**config.mk**
```make
export PLATFORM = sky130hd
export DESIGN_NAME = sram_host
export DESIGN_NICKNAME = d
export VERILOG_FILES = /design/src/rtl/sram_host_pkg.sv /design/src/rtl/sram_host.sv
export SDC_FILE = /design/constraint.sdc
export NUM_CORES = 1
export LEC_CHECK = 0
export BUFFER_PORTS_ARGS = -buffer_cell sky130_fd_sc_hd__buf_2
export CAP_MARGIN = 20
export CORE_ASPECT_RATIO = 1.1
export CORE_MARGIN = 2
export CORE_UTILIZATION = 55
export CTS_CLUSTER_DIAMETER = 80
export DETAILED_ROUTE_END_ITERATION = 6
export PLACE_DENSITY = 0.81
export SLEW_MARGIN = 30
export SYNTH_ARGS = -nofsm -noshare
export SYNTH_HDL_FRONTEND = slang
export SYNTH_SLANG_ARGS = --single-unit
```
**constraint.sdc**
```tcl
create_clock -name REF_CLK -period 2.5 [get_ports REF_CLK]
set_input_delay 0.375 -clock REF_CLK [delete_from_list [all_inputs] [get_ports REF_CLK]]
set_output_delay 0.375 -clock REF_CLK [all_outputs]
set_load 0.05 [all_outputs]
```
**src/rtl/sram_host_pkg.sv**
```systemverilog
// Package: constants, timing and types for the 1k x 1 static RAM host controller
package sram_host_pkg;

   localparam int ADDR_W = 10;
   localparam int WORDS = 1024;
   localparam int CLK_PERIOD_NS = 4;

   // Speed grade selection codes
   localparam logic [1:0] GRADE_FAST = 2'h0;
   localparam logic [1:0] GRADE_MID = 2'h1;
   localparam logic [1:0] GRADE_SLOW = 2'h2;

   // Address valid (cycle) minimum per grade, ns
   localparam int T_CYC_FAST_NS = 450;
   localparam int T_CYC_MID_NS = 650;
   localparam int T_CYC_SLOW_NS = 1000;
   // Address setup before write strobe per grade, ns
   localparam int T_AS_FAST_NS = 150;
   localparam int T_AS_MID_NS = 200;
   localparam int T_AS_SLOW_NS = 200;
   // Write pulse width per grade, ns
   localparam int T_WP_FAST_NS = 250;
   localparam int T_WP_MID_NS = 400;
   localparam int T_WP_SLOW_NS = 750;
   // Data setup before write end per grade, ns
   localparam int T_DS_FAST_NS = 300;
   localparam int T_DS_MID_NS = 450;
   localparam int T_DS_SLOW_NS = 800;
   // Hold of address and data after write end, ns
   localparam int T_HOLD_NS = 50;
   // Read access time from address per grade, ns
   localparam int T_ACC_FAST_NS = 450;
   localparam int T_ACC_MID_NS = 650;
   localparam int T_ACC_SLOW_NS = 1000;

   // Least times rounded up to cycles
   localparam int C_CYC_FAST = (T_CYC_FAST_NS + CLK_PERIOD_NS - 1) / CLK_PERIOD_NS;
   localparam int C_CYC_MID = (T_CYC_MID_NS + CLK_PERIOD_NS - 1) / CLK_PERIOD_NS;
   localparam int C_CYC_SLOW = (T_CYC_SLOW_NS + CLK_PERIOD_NS - 1) / CLK_PERIOD_NS;
   localparam int C_AS_FAST = (T_AS_FAST_NS + CLK_PERIOD_NS - 1) / CLK_PERIOD_NS;
   localparam int C_AS_MID = (T_AS_MID_NS + CLK_PERIOD_NS - 1) / CLK_PERIOD_NS;
   localparam int C_AS_SLOW = (T_AS_SLOW_NS + CLK_PERIOD_NS - 1) / CLK_PERIOD_NS;
   localparam int C_WP_FAST = (T_WP_FAST_NS + CLK_PERIOD_NS - 1) / CLK_PERIOD_NS;
   localparam int C_WP_MID = (T_WP_MID_NS + CLK_PERIOD_NS - 1) / CLK_PERIOD_NS;
   localparam int C_WP_SLOW = (T_WP_SLOW_NS + CLK_PERIOD_NS - 1) / CLK_PERIOD_NS;
   localparam int C_DS_FAST = (T_DS_FAST_NS + CLK_PERIOD_NS - 1) / CLK_PERIOD_NS;
   localparam int C_DS_MID = (T_DS_MID_NS + CLK_PERIOD_NS - 1) / CLK_PERIOD_NS;
   localparam int C_DS_SLOW = (T_DS_SLOW_NS + CLK_PERIOD_NS - 1) / CLK_PERIOD_NS;
   localparam int C_HOLD = (T_HOLD_NS + CLK_PERIOD_NS - 1) / CLK_PERIOD_NS;
   localparam int C_ACC_FAST = (T_ACC_FAST_NS + CLK_PERIOD_NS - 1) / CLK_PERIOD_NS;
   localparam int C_ACC_MID = (T_ACC_MID_NS + CLK_PERIOD_NS - 1) / CLK_PERIOD_NS;
   localparam int C_ACC_SLOW = (T_ACC_SLOW_NS + CLK_PERIOD_NS - 1) / CLK_PERIOD_NS;
   // Spare read cycles: two sync flops plus one for margin
   localparam int C_RD_SYNC = 3;

   localparam int CNT_W = 9;

   // Values after reset
   localparam logic [ADDR_W-1:0] ADDR_RST = 10'h000;

   // Host request carrier, grade timing set and sequencer states
   typedef struct packed {
      logic write;
      logic [ADDR_W-1:0] addr;
      logic data;
   } host_req_t;

   typedef struct packed {
      logic [CNT_W-1:0] cycle;
      logic [CNT_W-1:0] setup;
      logic [CNT_W-1:0] pulse;
      logic [CNT_W-1:0] dsetup;
      logic [CNT_W-1:0] access;
   } timing_t;

   typedef enum logic [5:0] {
      ST_IDLE = 6'h01,
      ST_RD = 6'h02,
      ST_WSETUP = 6'h04,
      ST_WPULSE = 6'h08,
      ST_WHOLD = 6'h10,
      ST_WREST = 6'h20
   } state_t;

endpackage

```
**src/rtl/sram_host.sv**
```systemverilog
// Host controller that runs read and write cycles on a 1k x 1 static RAM
//
// Function
// - The address is not latched, so the host holds it stable for the whole cycle.
// - Each address stays valid at least 450, 650 or 1000 ns by speed grade.
// - A single-memory system may hold the select low at all times.
// - On a read the select stays low until after the address has settled.
// - On a write the select goes low before the write strobe is asserted.
// - The write strobe returns to read state before an address change and stays a while.
// - Write data is valid at least 300 ns (fastest grade) before the strobe ends.
// - Write data is held at least 50 ns after the write pulse ends.
`timescale 1ns/1ns
module sram_host #(
   parameter logic [1:0] GRADE = sram_host_pkg::GRADE_FAST,
   parameter bit SELECT_TIED = 1'b0
) (
   input wire logic REF_CLK,
   input wire logic RESETN,
   input wire sram_host_pkg::host_req_t REQ,
   input wire logic REQ_VALID,
   output logic REQ_READY,
   output logic RD_DATA,
   output logic RD_VALID,
   output logic [sram_host_pkg::ADDR_W-1:0] WORD_ADDR,
   output logic SEL_N,
   output logic RW,
   output logic BIT_IN,
   input wire logic DATA_OUT
);

   // ----------------------------------------------------------------
   // Reset release and pin synchroniser
   // ----------------------------------------------------------------
   logic [1:0] rst_sync_q;
   logic rst_n;
   logic dout_meta_q;
   logic dout_q;

   always_ff @(posedge REF_CLK or negedge RESETN) begin
      if (!RESETN) begin
         rst_sync_q <= 2'h0;
      end else begin
         rst_sync_q <= {rst_sync_q[0], 1'b1};
      end
   end
   assign rst_n = rst_sync_q[1];

   always_ff @(posedge REF_CLK or negedge rst_n) begin
      if (!rst_n) begin
         dout_meta_q <= 1'b0;
         dout_q <= 1'b0;
      end else begin
         dout_meta_q <= DATA_OUT;
         dout_q <= dout_meta_q;
      end
   end

   // ----------------------------------------------------------------
   // Timing per grade
   // ----------------------------------------------------------------
   function automatic sram_host_pkg::timing_t grade_timing(input logic [1:0] g);
      sram_host_pkg::timing_t t;
      case (g)
         sram_host_pkg::GRADE_MID: begin
            t.cycle = 9'(sram_host_pkg::C_CYC_MID);
            t.setup = 9'(sram_host_pkg::C_AS_MID);
            t.pulse = 9'(sram_host_pkg::C_WP_MID);
            t.dsetup = 9'(sram_host_pkg::C_DS_MID);
            t.access = 9'(sram_host_pkg::C_ACC_MID);
         end
         sram_host_pkg::GRADE_SLOW: begin
            t.cycle = 9'(sram_host_pkg::C_CYC_SLOW);
            t.setup = 9'(sram_host_pkg::C_AS_SLOW);
            t.pulse = 9'(sram_host_pkg::C_WP_SLOW);
            t.dsetup = 9'(sram_host_pkg::C_DS_SLOW);
            t.access = 9'(sram_host_pkg::C_ACC_SLOW);
         end
         default: begin
            t.cycle = 9'(sram_host_pkg::C_CYC_FAST);
            t.setup = 9'(sram_host_pkg::C_AS_FAST);
            t.pulse = 9'(sram_host_pkg::C_WP_FAST);
            t.dsetup = 9'(sram_host_pkg::C_DS_FAST);
            t.access = 9'(sram_host_pkg::C_ACC_FAST);
         end
      endcase
      return t;
   endfunction

   localparam sram_host_pkg::timing_t TIM = grade_timing(GRADE);
   // Write pulse long enough for both pulse width and data setup
   localparam logic [8:0] WPULSE = (TIM.pulse > TIM.dsetup) ? TIM.pulse : TIM.dsetup;
   localparam logic [8:0] HOLD = 9'(sram_host_pkg::C_HOLD);
   // Cycles after the hold needed to fill the cycle time
   localparam int WUSED = int'(TIM.setup) + int'(WPULSE) + int'(HOLD);
   localparam logic [8:0] WREST = (int'(TIM.cycle) > WUSED) ?
      9'(int'(TIM.cycle) - WUSED) : 9'h001;
   // Read cycle covers access time plus the synchroniser, else data is sampled too early
   localparam int RNEED = int'(TIM.access) + sram_host_pkg::C_RD_SYNC;
   localparam logic [8:0] RCYC = (RNEED > int'(TIM.cycle)) ? 9'(RNEED) : TIM.cycle;

   // ----------------------------------------------------------------
   // Sequencer
   // ----------------------------------------------------------------
   sram_host_pkg::state_t state_q;
   logic [8:0] cnt_q;
   logic cnt_done;
   assign cnt_done = (cnt_q == 9'h001);

   always_ff @(posedge REF_CLK or negedge rst_n) begin
      if (!rst_n) begin
         state_q <= sram_host_pkg::ST_IDLE;
         cnt_q <= 9'h000;
      end else begin
         case (state_q)
            sram_host_pkg::ST_IDLE: begin
               if (REQ_VALID) begin
                  if (REQ.write) begin
                     state_q <= sram_host_pkg::ST_WSETUP;
                     cnt_q <= TIM.setup;
                  end else begin
                     state_q <= sram_host_pkg::ST_RD;
                     cnt_q <= RCYC;
                  end
               end
            end
            sram_host_pkg::ST_RD: begin
               cnt_q <= cnt_q - 9'h001;
               if (cnt_done) begin
                  state_q <= sram_host_pkg::ST_IDLE;
               end
            end
            sram_host_pkg::ST_WSETUP: begin
               cnt_q <= cnt_q - 9'h001;
               if (cnt_done) begin
                  state_q <= sram_host_pkg::ST_WPULSE;
                  cnt_q <= WPULSE;
               end
            end
            sram_host_pkg::ST_WPULSE: begin
               cnt_q <= cnt_q - 9'h001;
               if (cnt_done) begin
                  state_q <= sram_host_pkg::ST_WHOLD;
                  cnt_q <= HOLD;
               end
            end
            sram_host_pkg::ST_WHOLD: begin
               cnt_q <= cnt_q - 9'h001;
               if (cnt_done) begin
                  state_q <= sram_host_pkg::ST_WREST;
                  cnt_q <= WREST;
               end
            end
            sram_host_pkg::ST_WREST: begin
               cnt_q <= cnt_q - 9'h001;
               if (cnt_done) begin
                  state_q <= sram_host_pkg::ST_IDLE;
               end
            end
            default: begin
               state_q <= sram_host_pkg::ST_IDLE;
               cnt_q <= 9'h000;
            end
         endcase
      end
   end

   // ----------------------------------------------------------------
   // Memory pins
   // ----------------------------------------------------------------
   logic start;
   assign start = (state_q == sram_host_pkg::ST_IDLE) && REQ_VALID;

   // Address and data change only at cycle start and stay put till the next
   always_ff @(posedge REF_CLK or negedge rst_n) begin
      if (!rst_n) begin
         WORD_ADDR <= sram_host_pkg::ADDR_RST;
         BIT_IN <= 1'b0;
      end else if (start) begin
         WORD_ADDR <= REQ.addr;
         if (REQ.write) begin
            BIT_IN <= REQ.data;
         end
      end
   end

   // Select low for the whole cycle, raised in idle unless tied low
   always_ff @(posedge REF_CLK or negedge rst_n) begin
      if (!rst_n) begin
         SEL_N <= 1'b1;
      end else if (start || SELECT_TIED) begin
         SEL_N <= 1'b0;
      end else if (state_q == sram_host_pkg::ST_RD && cnt_done) begin
         SEL_N <= 1'b1;
      end else if (state_q == sram_host_pkg::ST_WREST && cnt_done) begin
         SEL_N <= 1'b1;
      end
   end

   // Strobe low only inside the pulse, high again before address moves
   always_ff @(posedge REF_CLK or negedge rst_n) begin
      if (!rst_n) begin
         RW <= 1'b1;
      end else if (state_q == sram_host_pkg::ST_WSETUP && cnt_done) begin
         RW <= 1'b0;
      end else if (state_q == sram_host_pkg::ST_WPULSE && cnt_done) begin
         RW <= 1'b1;
      end
   end

   // ----------------------------------------------------------------
   // Host answer
   // ----------------------------------------------------------------
   always_ff @(posedge REF_CLK or negedge rst_n) begin
      if (!rst_n) begin
         REQ_READY <= 1'b0;
      end else begin
         REQ_READY <= (state_q == sram_host_pkg::ST_IDLE) && !REQ_VALID;
      end
   end

   // Data sampled at end of read cycle, after access time plus sync delay
   always_ff @(posedge REF_CLK or negedge rst_n) begin
      if (!rst_n) begin
         RD_DATA <= 1'b0;
         RD_VALID <= 1'b0;
      end else begin
         RD_VALID <= 1'b0;
         if (state_q == sram_host_pkg::ST_RD && cnt_done) begin
            RD_DATA <= dout_q;
            RD_VALID <= 1'b1;
         end
      end
   end

endmodule

```
==> results.cfg <==
[power]
power.static_leakage_nw = 1.01
power.ir.vdd_worst_mv = 1.01
power.total_w = 0.00295
p_per_area_nw_per_um2 = 1490

[routing]
drt_pass1_iterations = 4
route.detailed.wl_per_inst_um = 15.7
postRouteAntennaNets = 0
post_drt_via_cell_ratio = 5.92
detailed_route_via_count = 1415
drc = 0
routed_wl_mm = 3.76
dr.first_iter.drc_count = 71

[logic_synthesis]
post_synthesis_register_bit_count = 35
synth_enable_flop_cells = 0
synth_cells = 166
post-synth-top-area-fraction = 0.478
synthTopCellsByArea = sky130_fd_sc_hd__dfrtp_1 (48%), sky130_fd_sc_hd__nand2_1 (8.7%), sky130_fd_sc_hd__dfstp_2 (4.7%)
synth.cell_area_um2 = 1670
synth-async-reset-ratio = 1.00
synthDominantAreaCellType = sky130_fd_sc_hd__dfrtp_1
ys_warn_count = 0
yosys.cell_count.top_type = sky130_fd_sc_hd__nand2_1
mappedNetlistNets = 184
post_synthesis_cell_type_count = 47
share_of_the_yosys_chip_area_belonging_to_registers = 0.525
postSynth.topFlopCell = sky130_fd_sc_hd__dfrtp_1
leading_post_synthesis_cells_by_instance_count = sky130_fd_sc_hd__nand2_1 (39), sky130_fd_sc_hd__dfrtp_1 (32), sky130_fd_sc_hd__o21ai_0 (13), sky130_fd_sc_hd__nor2_1 (8), sky130_fd_sc_hd__nor4_1 (5)
syn-mean-instance-area_um2 = 10.1

[floorplan]
chip_width_um = 56.6
design.die.area_um2 = 3500
initial_utilization = 0.564
core_area_um2 = 2970
rows = 21
die_h_um = 61.9
ioPinCount = 32

[final_layout]
multiInputGateArea_um2 = 761
layout.core_utilization = 0.669
antenna_cells_inserted = 0
layout.area.seq_um2 = 880
area_delta_synth_final_pct = 18.7
drive_gt1_frac = 0.283
nets = 222
count_of_filler_cells_inserted_in_the_layout = 249

[grt]
initial_antenna_violation_count = 0
grt.total_usage = 0.244
grt_pass1_wl_mm = 6.25
grt_pass1_vias = 1359
grt.overflow.total = 0
grt_max_degree = 34

[critical_path]
cp-end-kind = flip-flop
r2r_setup_slack_ns = 0.17
timing.critical_path.from_type = flip-flop
critical_path_arrival_ns = 2.57
timing.critical_path.fanout_max = 7
r2r-end = cnt_q[5]
timing.setup.critical_path_class = flip-flop to flip-flop
worstPathRequired_ns = 2.74
reg2regPathDepth = 7
worstReg2RegStart = cnt_q[1]

[timing]
final_hold_viols = 0
timing.setup.tns_ns = 0
fmax_mhz = 430
final.min_clock_period_ns = 2.33
setup_viol_count_final = 0
min_period_over_period = 0.930
finClkSkew_ns = 0.00845
timing_max_transition_violations_final = 0
grt_setup_unrepaired = no

[run_status]
outcome = finished clean

[worst_hold_path]
hold_worst_path_end = dout_meta_q
hp-start = DATA_OUT
type_of_the_worst_min_delay_path = input pin to flip-flop
min_path_cells = 1

[clocking]
clkSinkCount = 35
htreeDepth = 2
tritoncts.num_buffers = 5
clockRootBuffer = sky130_fd_sc_hd__clkbuf_4
max-clock-path-buffers = 2
worstSkewPairLatency_ns = 0.35
clkTransAtPathRegs_ns = 0.11
tritoncts_clock_tree = yes
postCtsSetupRepairBufs = 0

[placement]
portBuffers = 31
place_hpwl_mm = 2.74
place.gp.congestion = 0.886

[run]
cap_viol_max_count = 0
==> power breakdown <==
group | switching (W) | total (W) | internal (W)
Combinational | 0.00100 | 0.00150 | 0.000493
Sequential | 0.000181 | 0.000953 | 0.000772
Clock | 0.000193 | 0.000505 | 0.000312
==> cell type report <==
class,instances,area share
sequential,35,0.443
clock buffer,6,0.0208
inverter,4,0.00756
clock inverter,2,0.0302
multi-input combinational,123,0.383
timing repair buffer,35,0.0945
tap,34,0.0214
==> routing by layer <==
layer,track usage,routed length (um)
met3,0.0683,221
met2,0.422,1870
met1,0.281,1580
met4,0.136,78
met5,0,0
==> timing repair <==
action,in CTS,in global routing
resized for setup,0,0
hold endpoints to repair,2,0
hold buffers,1,0
==> cell families after synthesis <==
| kind of cell | synth area share |
|---|---|
| buffers and inverters | 0.0202 |
| DFF | 0.525 |
| and+or+nand+nor | 0.242 |
| adders and majority gates | 0.0149 |
| xor gates and xnor gates | 0.0105 |
| AOI/OAI and AO/OA | 0.164 |
| muxes | 0.0202 |
| other | 0.00224 |
==> worst max path at each step <==
stage,startpoint,to,slack (ns),depth (start not counted)
finish,cnt_q[1],cnt_q[5],0.17,7
global route,cnt_q[1],cnt_q[5],0.09,7
CTS,cnt_q[1],cnt_q[5],0.19,7
detailed placement,cnt_q[1],cnt_q[5],0.19,7
global placement,cnt_q[1],cnt_q[5],0.29,7
floorplan,cnt_q[1],cnt_q[5],0.35,7
==> layout by cell type (no fill, tap or decap), types with 3 or more instances in the layout <==
| cell type | netlist | layout |
|---|---|---|
| sky130_fd_sc_hd__o22ai_1 | 3 | 3 |
| sky130_fd_sc_hd__buf_4 | 0 | 3 |
| sky130_fd_sc_hd__dfrtp_1 | 32 | 32 |
| sky130_fd_sc_hd__clkbuf_4 | 0 | 5 |
| sky130_fd_sc_hd__inv_1 | 4 | 4 |
| sky130_fd_sc_hd__mux2_2 | 3 | 3 |
| sky130_fd_sc_hd__o21ai_0 | 13 | 13 |
| sky130_fd_sc_hd__nor4_1 | 5 | 5 |
| sky130_fd_sc_hd__dfstp_2 | 3 | 3 |
| sky130_fd_sc_hd__nand2_1 | 39 | 39 |
| sky130_fd_sc_hd__nor2_1 | 8 | 8 |
| sky130_fd_sc_hd__a21oi_1 | 4 | 4 |
| sky130_fd_sc_hd__o21a_1 | 3 | 3 |
| sky130_fd_sc_hd__buf_2 | 3 | 31 |
| sky130_fd_sc_hd__o31ai_1 | 3 | 3 |
==> state kept, by name, summed over array words and instances, names as in the netlist <==
name	count
BIT_IN	1
RD_DATA	1
RD_VALID	1
REQ_READY	1
RW	1
SEL_N	1
WORD_ADDR	10
cnt_q	9
dout_meta_q	1
dout_q	1
rst_sync_q	2
state_q	6
==> critical path: stages (launching register included) <==
cell,delay [ns]
sky130_fd_sc_hd__dfrtp_1,0.40
sky130_fd_sc_hd__inv_1,0.12
sky130_fd_sc_hd__ha_1,0.17
sky130_fd_sc_hd__or4b_4,0.47
sky130_fd_sc_hd__or3_4,0.40
sky130_fd_sc_hd__a21oi_4,0.22
sky130_fd_sc_hd__o21ai_1,0.10
sky130_fd_sc_hd__a221o_1,0.35
==> through the flow <==
stage,hold slack [ns],worst slack (ns),area (um^2),std cells
6_report,0.129,0.174,1990,239
4_1_cts,0.114,0.192,1990,239
5_1_grt,0.112,0.0916,1990,239
3_3_place_gp,0.160,0.293,1880,230
3_5_place_dp,0.164,0.193,1880,230
2_1_floorplan,0.0794,0.348,1670,166
Power figures use the tool's default switching activity.
